==> src/pmc_regs.vh <==
// constants of the power-management enable and reset control block
// assumes inclusion by bare name from the design files; definitions only
`ifndef PMC_REGS_VH
`define PMC_REGS_VH

// rail positions in the rail status vector and the number of rails
`define PMC_RAIL_CORE 0
`define PMC_RAIL_SYS 1
`define PMC_RAIL_MEM 2
`define PMC_RAIL_LRA 3
`define PMC_RAIL_LRB 4
`define PMC_NRAILS 5

// timing: figures as specified, in their own units
`define PMC_MCLK_KHZ 125000
`define PMC_DEBOUNCE_MS 30
`define PMC_HOLD_MS 100
`define PMC_SYNC_SETTLE 3'h4

// voltage setting width and default output voltages in millivolts
`define PMC_MV_W 12
`define PMC_CORE_LO_MV 12'h4b0
`define PMC_CORE_HI_MV 12'h640
`define PMC_SYSMEM_LO_MV 12'h708
`define PMC_SYSMEM_HI_MV 12'hce4
`define PMC_LR_1V3_MV 12'h514
`define PMC_LR_1V8_MV 12'h708
`define PMC_LR_2V8_MV 12'haf0
`define PMC_LR_3V3_MV 12'hce4

// reset values
`define PMC_RST_MV 12'h000
`define PMC_RST_EN 1'b0

`endif

==> src/pmc_debounce.v <==
// level filter: output follows the input only after it stays stable
// assumes the input is already synchronised to mclk
`timescale 1ns/100ps
`include "pmc_regs.vh"

module pmc_debounce #(
    parameter CNT_W = 24,
    parameter [CNT_W-1:0] FILT_CYC = 24'd3750000
) (
    // clock and reset
    input wire mclk,
    input wire rst,
    // level in and filtered level out
    input wire lvl_in,
    output reg lvl_out
);

    reg [CNT_W-1:0] cnt_ff;

    // restart the count whenever the input matches the output, accept after full count
    always @(posedge mclk or posedge rst) begin
        if (rst) begin
            cnt_ff <= {CNT_W{1'b0}};
            lvl_out <= 1'b0;
        end else if (lvl_in == lvl_out) begin
            cnt_ff <= {CNT_W{1'b0}};
        end else if (cnt_ff >= FILT_CYC - 1'b1) begin
            cnt_ff <= {CNT_W{1'b0}};
            lvl_out <= lvl_in;
        end else begin
            cnt_ff <= cnt_ff + 1'b1;
        end
    end

endmodule

==> src/pmc_enable_reset_control.v <==
// enable, power-good and processor reset control of a multi-rail supply
// assumes analog comparators hand in level indications (with their own
// hysteresis) on pins, and control settings arrive from logic on mclk
//
// Function
// - each converter follows its own enable pin: low off, high on
// - one common pin enables both linear regulators; settings may switch either off
// - discharge off after reset; per-converter bit applies it while converter disabled
// - per-rail status shows fault below target margin, clears after recovery
// - interrupt raised when any monitored rail with its mask bit clear enters fault
// - disabled rail reports good and never faults or interrupts
// - undervoltage lockout forces every converter and regulator off
// - overtemperature powers every converter and regulator down
// - active warm restart pulls the processor reset low
// - warm restart restores only the core voltage to strap default
// - warm restart input is debounced about thirty milliseconds
// - reset held low while backup rail bad, then for hold time
// - processor reset is open drain: pulls low or releases
// - core voltage returns to default on restart, backup low, lockout, reset
// - power-fail and battery-low flags follow their sense comparators
// - linear regulator select straps latched once at power-up
// - linear regulator voltages remain writable after power-up
// - core default 1.2 V strap low, 1.6 V strap high
// - system and memory converters default 1.8 V low, 3.3 V high
// - interrupt low in power-up and on unmasked fault, high on recovery
// - status read while interrupt low releases it; fault bit stays
`timescale 1ns/100ps
`include "pmc_regs.vh"

module pmc_enable_reset_control #(
    parameter CNT_W = 24,
    parameter [CNT_W-1:0] DEBOUNCE_CYC = `PMC_DEBOUNCE_MS * `PMC_MCLK_KHZ,
    parameter [CNT_W-1:0] RESET_HOLD_CYC = `PMC_HOLD_MS * `PMC_MCLK_KHZ
) (
    // clock and reset
    input wire mclk,
    input wire rst,
    // enable pins
    input wire core_conv_on,
    input wire sys_conv_on,
    input wire mem_conv_on,
    input wire linreg_pair_on,
    // analog indications
    input wire uvlo_active,
    input wire thermal_trip,
    input wire backup_rail_good,
    input wire [`PMC_NRAILS-1:0] rail_low,
    input wire power_fail_sense_low,
    input wire battery_low_sense_low,
    // warm restart pin
    input wire warm_restart_in,
    // strap pins
    input wire core_default_sel,
    input wire sys_default_sel,
    input wire mem_default_sel,
    input wire linreg_sel_lo,
    input wire linreg_sel_hi,
    // control settings from local logic
    input wire [2:0] discharge_sel,
    input wire linreg_a_off,
    input wire linreg_b_off,
    input wire linreg_cfg_wr,
    input wire [`PMC_MV_W-1:0] linreg_a_mv_wdata,
    input wire [`PMC_MV_W-1:0] linreg_b_mv_wdata,
    input wire core_mv_wr,
    input wire [`PMC_MV_W-1:0] core_mv_wdata,
    input wire [`PMC_NRAILS-1:0] fault_mask,
    input wire status_rd,
    // rail enables and discharge
    output reg [2:0] conv_en,
    output reg [1:0] linreg_en,
    output reg [2:0] discharge_on,
    // voltage settings and strap latch flag
    output reg [`PMC_MV_W-1:0] core_mv,
    output reg [`PMC_MV_W-1:0] sys_mv,
    output reg [`PMC_MV_W-1:0] mem_mv,
    output reg [`PMC_MV_W-1:0] linreg_a_mv,
    output reg [`PMC_MV_W-1:0] linreg_b_mv,
    output reg straps_valid,
    // status
    output reg [`PMC_NRAILS-1:0] rail_fault_flags,
    output reg power_fail_flag,
    output reg battery_low_flag,
    // open-drain interrupt and processor reset
    output reg irq_o,
    output reg irq_oe_n,
    output reg cpu_reset_n_o,
    output reg cpu_reset_n_oe_n
);

    localparam NP = 20;

    // strap code to first/second linear regulator millivolts
    function [2*`PMC_MV_W-1:0] lr_default;
        input [1:0] code;
        begin
            case (code)
                2'h0: lr_default = {`PMC_LR_1V3_MV, `PMC_LR_3V3_MV};
                2'h1: lr_default = {`PMC_LR_2V8_MV, `PMC_LR_3V3_MV};
                2'h2: lr_default = {`PMC_LR_1V3_MV, `PMC_LR_1V8_MV};
                default: lr_default = {`PMC_LR_3V3_MV, `PMC_LR_1V8_MV};
            endcase
        end
    endfunction

    wire [NP-1:0] pin_raw;
    reg [NP-1:0] s1_ff;
    reg [NP-1:0] s2_ff;
    reg [NP-1:0] s3_ff;
    reg [NP-1:0] pin_ff;
    reg [2:0] settle_ff;
    reg core_strap_ff;
    reg [`PMC_NRAILS-1:0] fault_prev_ff;
    reg release_ff;
    reg [CNT_W-1:0] hold_cnt_ff;
    reg hold_done_ff;
    wire warm_active;
    wire [2:0] conv_pin;
    wire lr_pin;
    wire uvlo_s;
    wire therm_s;
    wire backup_s;
    wire [`PMC_NRAILS-1:0] low_s;
    wire [4:0] strap_s;
    wire force_off;
    wire [`PMC_NRAILS-1:0] rail_on;
    wire [`PMC_NRAILS-1:0] fault_now;
    wire [`PMC_NRAILS-1:0] unmasked;
    wire irq_cond;
    wire new_fault;
    wire reset_hold;
    wire core_to_default;
    wire [`PMC_MV_W-1:0] core_dflt;
    reg [2:0] nxt_conv_en;
    reg [1:0] nxt_linreg_en;

    assign pin_raw = {linreg_sel_hi, linreg_sel_lo, mem_default_sel, sys_default_sel,
                      core_default_sel, warm_restart_in, battery_low_sense_low,
                      power_fail_sense_low, rail_low, backup_rail_good, thermal_trip,
                      uvlo_active, linreg_pair_on, mem_conv_on, sys_conv_on, core_conv_on};

    // three-stage synchroniser; a change counts once stages two and three agree
    always @(posedge mclk or posedge rst) begin
        if (rst) begin
            s1_ff <= {NP{1'b0}};
            s2_ff <= {NP{1'b0}};
            s3_ff <= {NP{1'b0}};
            pin_ff <= {NP{1'b0}};
        end else begin
            s1_ff <= pin_raw;
            s2_ff <= s1_ff;
            s3_ff <= s2_ff;
            pin_ff <= (s2_ff & s3_ff) | (pin_ff & (s2_ff ^ s3_ff));
        end
    end

    assign conv_pin = pin_ff[2:0];
    assign lr_pin = pin_ff[3];
    assign uvlo_s = pin_ff[4];
    assign therm_s = pin_ff[5];
    assign backup_s = pin_ff[6];
    assign low_s = pin_ff[11:7];
    assign strap_s = pin_ff[19:15];

    // warm restart must hold steady for the full filter time
    pmc_debounce #(
        .CNT_W(CNT_W),
        .FILT_CYC(DEBOUNCE_CYC)
    ) u_warm_filt (
        .mclk(mclk),
        .rst(rst),
        .lvl_in(pin_ff[14]),
        .lvl_out(warm_active)
    );

    // straps are sampled once the synchroniser has settled after power-up
    always @(posedge mclk or posedge rst) begin
        if (rst) begin
            settle_ff <= 3'h0; // filtered straps are valid only after the fourth edge
            straps_valid <= 1'b0;
            core_strap_ff <= 1'b0;
            sys_mv <= `PMC_RST_MV;
            mem_mv <= `PMC_RST_MV;
        end else if (!straps_valid) begin
            if (settle_ff == `PMC_SYNC_SETTLE) begin
                straps_valid <= 1'b1;
                core_strap_ff <= strap_s[0];
                sys_mv <= strap_s[1] ? `PMC_SYSMEM_HI_MV : `PMC_SYSMEM_LO_MV;
                mem_mv <= strap_s[2] ? `PMC_SYSMEM_HI_MV : `PMC_SYSMEM_LO_MV;
            end else begin
                settle_ff <= settle_ff + 1'b1;
            end
        end
    end

    // lockout and overtemperature dominate every enable
    assign force_off = uvlo_s | therm_s | ~straps_valid;

    always @* begin
        nxt_conv_en = conv_pin & {3{~force_off}};
        nxt_linreg_en = {~linreg_b_off, ~linreg_a_off} & {2{lr_pin & ~force_off}};
    end

    always @(posedge mclk or posedge rst) begin
        if (rst) begin
            conv_en <= {3{`PMC_RST_EN}};
            linreg_en <= {2{`PMC_RST_EN}};
            discharge_on <= 3'h0;
        end else begin
            conv_en <= nxt_conv_en;
            linreg_en <= nxt_linreg_en;
            discharge_on <= discharge_sel & ~nxt_conv_en;
        end
    end

    // linear regulator voltages: strap defaults, then writable at run time
    always @(posedge mclk or posedge rst) begin
        if (rst) begin
            linreg_a_mv <= `PMC_RST_MV;
            linreg_b_mv <= `PMC_RST_MV;
        end else if (!straps_valid) begin
            if (settle_ff == `PMC_SYNC_SETTLE) begin
                {linreg_a_mv, linreg_b_mv} <= lr_default(strap_s[4:3]);
            end
        end else if (linreg_cfg_wr) begin
            linreg_a_mv <= linreg_a_mv_wdata;
            linreg_b_mv <= linreg_b_mv_wdata;
        end
    end

    // processor reset hold counter restarts whenever backup rail drops
    always @(posedge mclk or posedge rst) begin
        if (rst) begin
            hold_cnt_ff <= {CNT_W{1'b0}};
            hold_done_ff <= 1'b0;
        end else if (!backup_s) begin
            hold_cnt_ff <= {CNT_W{1'b0}};
            hold_done_ff <= 1'b0;
        end else if (!hold_done_ff) begin
            if (hold_cnt_ff >= RESET_HOLD_CYC - 1'b1) begin
                hold_done_ff <= 1'b1;
            end else begin
                hold_cnt_ff <= hold_cnt_ff + 1'b1;
            end
        end
    end

    assign reset_hold = ~hold_done_ff | warm_active;

    // open drain: value always low, only the enable moves
    always @(posedge mclk or posedge rst) begin
        if (rst) begin
            cpu_reset_n_o <= 1'b0;
            cpu_reset_n_oe_n <= 1'b0;
        end else begin
            cpu_reset_n_o <= 1'b0;
            cpu_reset_n_oe_n <= ~reset_hold;
        end
    end

    // core voltage: default under any of the restore causes, else writes
    assign core_dflt = core_strap_ff ? `PMC_CORE_HI_MV : `PMC_CORE_LO_MV;
    assign core_to_default = warm_active | ~backup_s | uvlo_s | ~cpu_reset_n_oe_n
                             | ~straps_valid;

    always @(posedge mclk or posedge rst) begin
        if (rst) begin
            core_mv <= `PMC_RST_MV;
        end else if (!straps_valid) begin
            if (settle_ff == `PMC_SYNC_SETTLE) begin
                core_mv <= strap_s[0] ? `PMC_CORE_HI_MV : `PMC_CORE_LO_MV;
            end
        end else if (core_to_default) begin
            core_mv <= core_dflt;
        end else if (core_mv_wr) begin
            core_mv <= core_mv_wdata;
        end
    end

    // monitors only look at enabled rails; disabled rails read good
    assign rail_on = {linreg_en, conv_en};
    assign fault_now = low_s & rail_on;
    assign unmasked = fault_now & ~fault_mask;
    // no rail enabled also holds the line low, whatever the mask
    assign irq_cond = (|unmasked) | ~(|rail_on);
    assign new_fault = |(unmasked & ~fault_prev_ff);

    always @(posedge mclk or posedge rst) begin
        if (rst) begin
            rail_fault_flags <= {`PMC_NRAILS{1'b0}};
            fault_prev_ff <= {`PMC_NRAILS{1'b0}};
            power_fail_flag <= 1'b0;
            battery_low_flag <= 1'b0;
        end else begin
            rail_fault_flags <= fault_now;
            fault_prev_ff <= unmasked;
            power_fail_flag <= pin_ff[12];
            battery_low_flag <= pin_ff[13];
        end
    end

    // a status read releases the line; a fresh fault wins over the read
    always @(posedge mclk or posedge rst) begin
        if (rst) begin
            release_ff <= 1'b0;
        end else if (new_fault || !irq_cond) begin
            release_ff <= 1'b0;
        end else if (status_rd && !irq_oe_n) begin
            release_ff <= 1'b1;
        end
    end

    // interrupt drives low while active and not released
    always @(posedge mclk or posedge rst) begin
        if (rst) begin
            irq_o <= 1'b0;
            irq_oe_n <= 1'b0;
        end else begin
            irq_o <= 1'b0;
            irq_oe_n <= ~(irq_cond & (new_fault | ~release_ff));
        end
    end

endmodule

==> config.mk <==
export PLATFORM = sky130hd
export DESIGN_NAME = pmc_enable_reset_control
export DESIGN_NICKNAME = d
export VERILOG_FILES = /design/src/pmc_debounce.v /design/src/pmc_enable_reset_control.v
export VERILOG_INCLUDE_DIRS = /design/src
export SDC_FILE = /design/constraint.sdc
export NUM_CORES = 1
export LEC_CHECK = 0
export ABC_AREA = 1
export CAP_MARGIN = 20
export CORE_ASPECT_RATIO = 1.75
export CORE_MARGIN = 2
export CORE_UTILIZATION = 63
export CTS_CLUSTER_SIZE = 28
export DETAILED_ROUTE_END_ITERATION = 7
export DONT_BUFFER_PORTS = 1
export GPL_TIMING_DRIVEN = 1
export PLACE_DENSITY = 0.87
export SYNTH_ARGS = -nofsm -noshare
export SYNTH_HDL_FRONTEND = slang
export SYNTH_HIERARCHICAL = 1
export SYNTH_SLANG_ARGS = --single-unit
==> constraint.sdc <==
create_clock -name mclk -period 6.7 [get_ports mclk]
set_input_delay 0.335 -clock mclk [delete_from_list [all_inputs] [get_ports mclk]]
set_output_delay 0.335 -clock mclk [all_outputs]
set_load 0.05 [all_outputs]
==> qor.csv <==
metric,value,unit
Highest Clock Rate,470.5,MHz
Die H,158.3,microns
P_leak,4.545,nW
routed wl met2,9386,microns
post-route setup TNS,0,ns
DR iter-0 viols,426,
number of post-CTS setup repair buffers,0,
Core Area,13380,sq um
antenna diode count,0,
final setup margin,4.574,ns
fin util,71.05,%
clk slew on worst S/H paths,0.08,ns
clk_skew,0.01546,ns
Internal,1.832,mW
Tcrit/Tclk final,31.72,%
clock latency on the worst-skew pair,0.44,ns
first-pass GRT wire length,28860,microns
Startpoint Class,flop,
DRT met1 WL,6479,microns
Place WS,4.184,ns
die area,14590,sq um
met3 routed WL,1058,microns
Initial Util,64.03,%
Syn Inst Count,904,
layout cells sized above 1,8.183,%
"commonest non-fill, non-tap cell in the layout",nand2_1,
Clock Tree Buf Depth,2,
critical path class,reg2reg,
Worst Tran Pin Value,0.9449,ns
"Slew Viols, Final",0,
largest family of logic cells by synthesized area,simple AND/OR/NAND/NOR gates,
Worst Path Required,7.06,ns
Max-Cap Viols,0,
outcome,"complete, but fails checks",
ANT nets after route,0,
CTS Root Cell,clkbuf_16,
clock share of power,39.4,%
CTS tree,yes,
H-tree depth,4,
Hold Slack,-0.03375,ns
Area Growth Syn to Fin,10.97,%
post-synth cell types,39,
Flop pwr share,53.6,%
Post-CTS Hold Fix Bufs,26,
drt pass-1 iters,5,
Final setup viols,0,
Final Hold Vio Count,23,
crit end category,flop,
synthesized area,8569,sq um
Vias,6178,
Peak supply drop,0.0001905,V
total track usage,25.09,%
remaining global-route overflow,0,
worst min path class,in2async,
Combinational Power Share,7.0,%
failing checks,hold timing,
Post-Synth Adder-Cell Area,3.504,%
Switching Share,29.89,%
largest net degree at the start of global routing,112,
XOR/XNOR Fraction of Synth Area,3.168,%
Die X,92.17,microns
r2r setup slk,4.57,ns
Port-buffer cells,0,
vias in the first global route,6206,
num rows,56,
Post-DP HPWL,11920,microns
final wirelength,17490,microns
RSZ-0062 raised after global routing,false,
CP Max Fanout,21,
CTS sink cnt,199,
gp weighted congestion,0.9754,
Resize count post-CTS,0,
CTS buffer count,17,
Syn Area/Cell,9.480,sq um
Synth Area in Simple Gates,22.54,%
drt drc,0,
Synth Area in Compound Gates,6.570,%
initial antenna violation count,0,
Power Dens Cells,274.7,nW/um^2
Worst slew margin,37.01,%
most frequent cells in the layout,"nand2_1, dfrtp_1, nor2_1",
Vias/cell,5.541,
NumNets Final,1023,
Switch Pwr,0.7810,mW
Worst Path Arrival,2.49,ns
register area share after synthesis,58.11,%
Boundary Pins,151,
mux share of post-synthesis cell area,0,%
Syn. warnings,6,
post-synthesis register bit count,199,
Final min period,2.126,ns
uppermost routed layer,met4,
routed length per instance,15.69,microns
worst max-delay path, stage by stage, from the launching register on:
cell and delay (ns):
dfrtp_1 0.37, buf_4 0.35, nand2_1 0.12, inv_1 0.19, nor2_1 0.09, buf_4 0.21
inv_1 0.44, nor2_1 0.10, a31oi_1 0.16
final timing paths:
path / from / to / cells after the start
worst max-delay path: straps_valid / linreg_b_mv[11] / 8
worst min-delay path: rst / s2_ff[8] / 1
worst max register to register: straps_valid / linreg_b_mv[11] / 8
worst min register to register: s1_ff[3] / s2_ff[3] / 0
max in group asynchronous: rst / linreg_a_mv[5] / 2
min in group mclk: discharge_sel[2] / discharge_on[2] / 2
sequential cells by signal (all words and copies together) (netlist names), 5 cells and up:
signal              cells
core_mv                12
fault_prev_ff           5
hold_cnt_ff            24
linreg_a_mv            12
linreg_b_mv            12
pin_ff                 20
rail_fault_flags        5
s1_ff                  20
s2_ff                  20
s3_ff                  20
u_warm_filt/cnt_ff     24
metal layers:
layer  global-route usage (%)  up-vias
li1                         -     2903
met1                    28.92     2965
met2                    43.98      257
met3                    6.531       53
met4                    11.23        0
met5                        0        -
through the flow:
stage	std cells	power [mW]	instance area, sq um
after global placement	1056	1.582	8616
final	1115	2.613	9509
after CTS	1114	2.622	9494
after floorplan	912	1.561	8600
after detailed placement	1056	1.590	8616
after global routing	1115	2.709	9509
power by group through the flow:
stage	Clock [mW]	Sequential [mW]	Combinational (mW)
after detailed placement	0	1.43	0.162
after global placement	0	1.43	0.156
after CTS	1.04	1.40	0.176
after floorplan	0	1.41	0.146
after global routing	1.10	1.41	0.204
final	1.03	1.40	0.182
final cells by class:
| cell class | count | area (sq um) |
|---|---|---|
| clock buffer | 17 | 425.4 |
| clock inverter | 15 | 192.7 |
| fill | 892 | 3874 |
| inverter | 67 | 259.0 |
| multi-input combinational | 609 | 3104 |
| sequential | 199 | 4982 |
| tap | 174 | 217.7 |
| timing repair buffer | 34 | 327.8 |
cell families after synthesis:
| group | after synthesis |
|---|---|
| AO/OA/AOI/OAI | 89 |
| XOR/XNOR | 31 |
| adder cells (fa/ha/maj) | 24 |
| buffers and inverters | 104 |
| flip-flops | 199 |
| other | 2 |
| AND/OR/NAND/NOR | 455 |
synth_stat cells:
cell | n | area (sq um)
a21o_1 | 20 | 150.1
a21oi_1 | 12 | 60.06
a21oi_4 | 1 | 16.27
a22o_1 | 6 | 52.55
a31oi_1 | 10 | 62.56
and2_1 | 1 | 6.260
buf_1 | 4 | 15.01
buf_2 | 2 | 10.01
buf_4 | 26 | 195.2
buf_6 | 3 | 33.78
clkbuf_1 | 2 | 7.510
conb_1 | 2 | 7.510
dfrtp_1 | 199 | 4980
ha_1 | 24 | 300.3
inv_1 | 63 | 236.5
inv_2 | 3 | 11.26
inv_4 | 1 | 6.260
nand2_1 | 217 | 814.5
nand2_2 | 3 | 18.77
nand2_4 | 1 | 11.26
nand3_1 | 54 | 270.3
nand3_2 | 3 | 30.03
nand3_4 | 2 | 35.03
nand3b_1 | 1 | 7.510
nand4_1 | 5 | 31.28
nor2_1 | 136 | 510.5
nor2_2 | 15 | 93.84
nor2_4 | 2 | 22.52
nor3_1 | 12 | 60.06
nor3b_1 | 1 | 7.510
o211ai_1 | 1 | 7.510
o21ai_0 | 35 | 175.2
o21ai_4 | 1 | 16.27
o21bai_1 | 1 | 7.510
o22a_1 | 1 | 8.760
o22ai_1 | 1 | 6.260
or2_2 | 2 | 12.51
xnor2_1 | 8 | 70.07
xor2_1 | 23 | 201.4
Note: power is estimated with default switching activity, not from simulation.
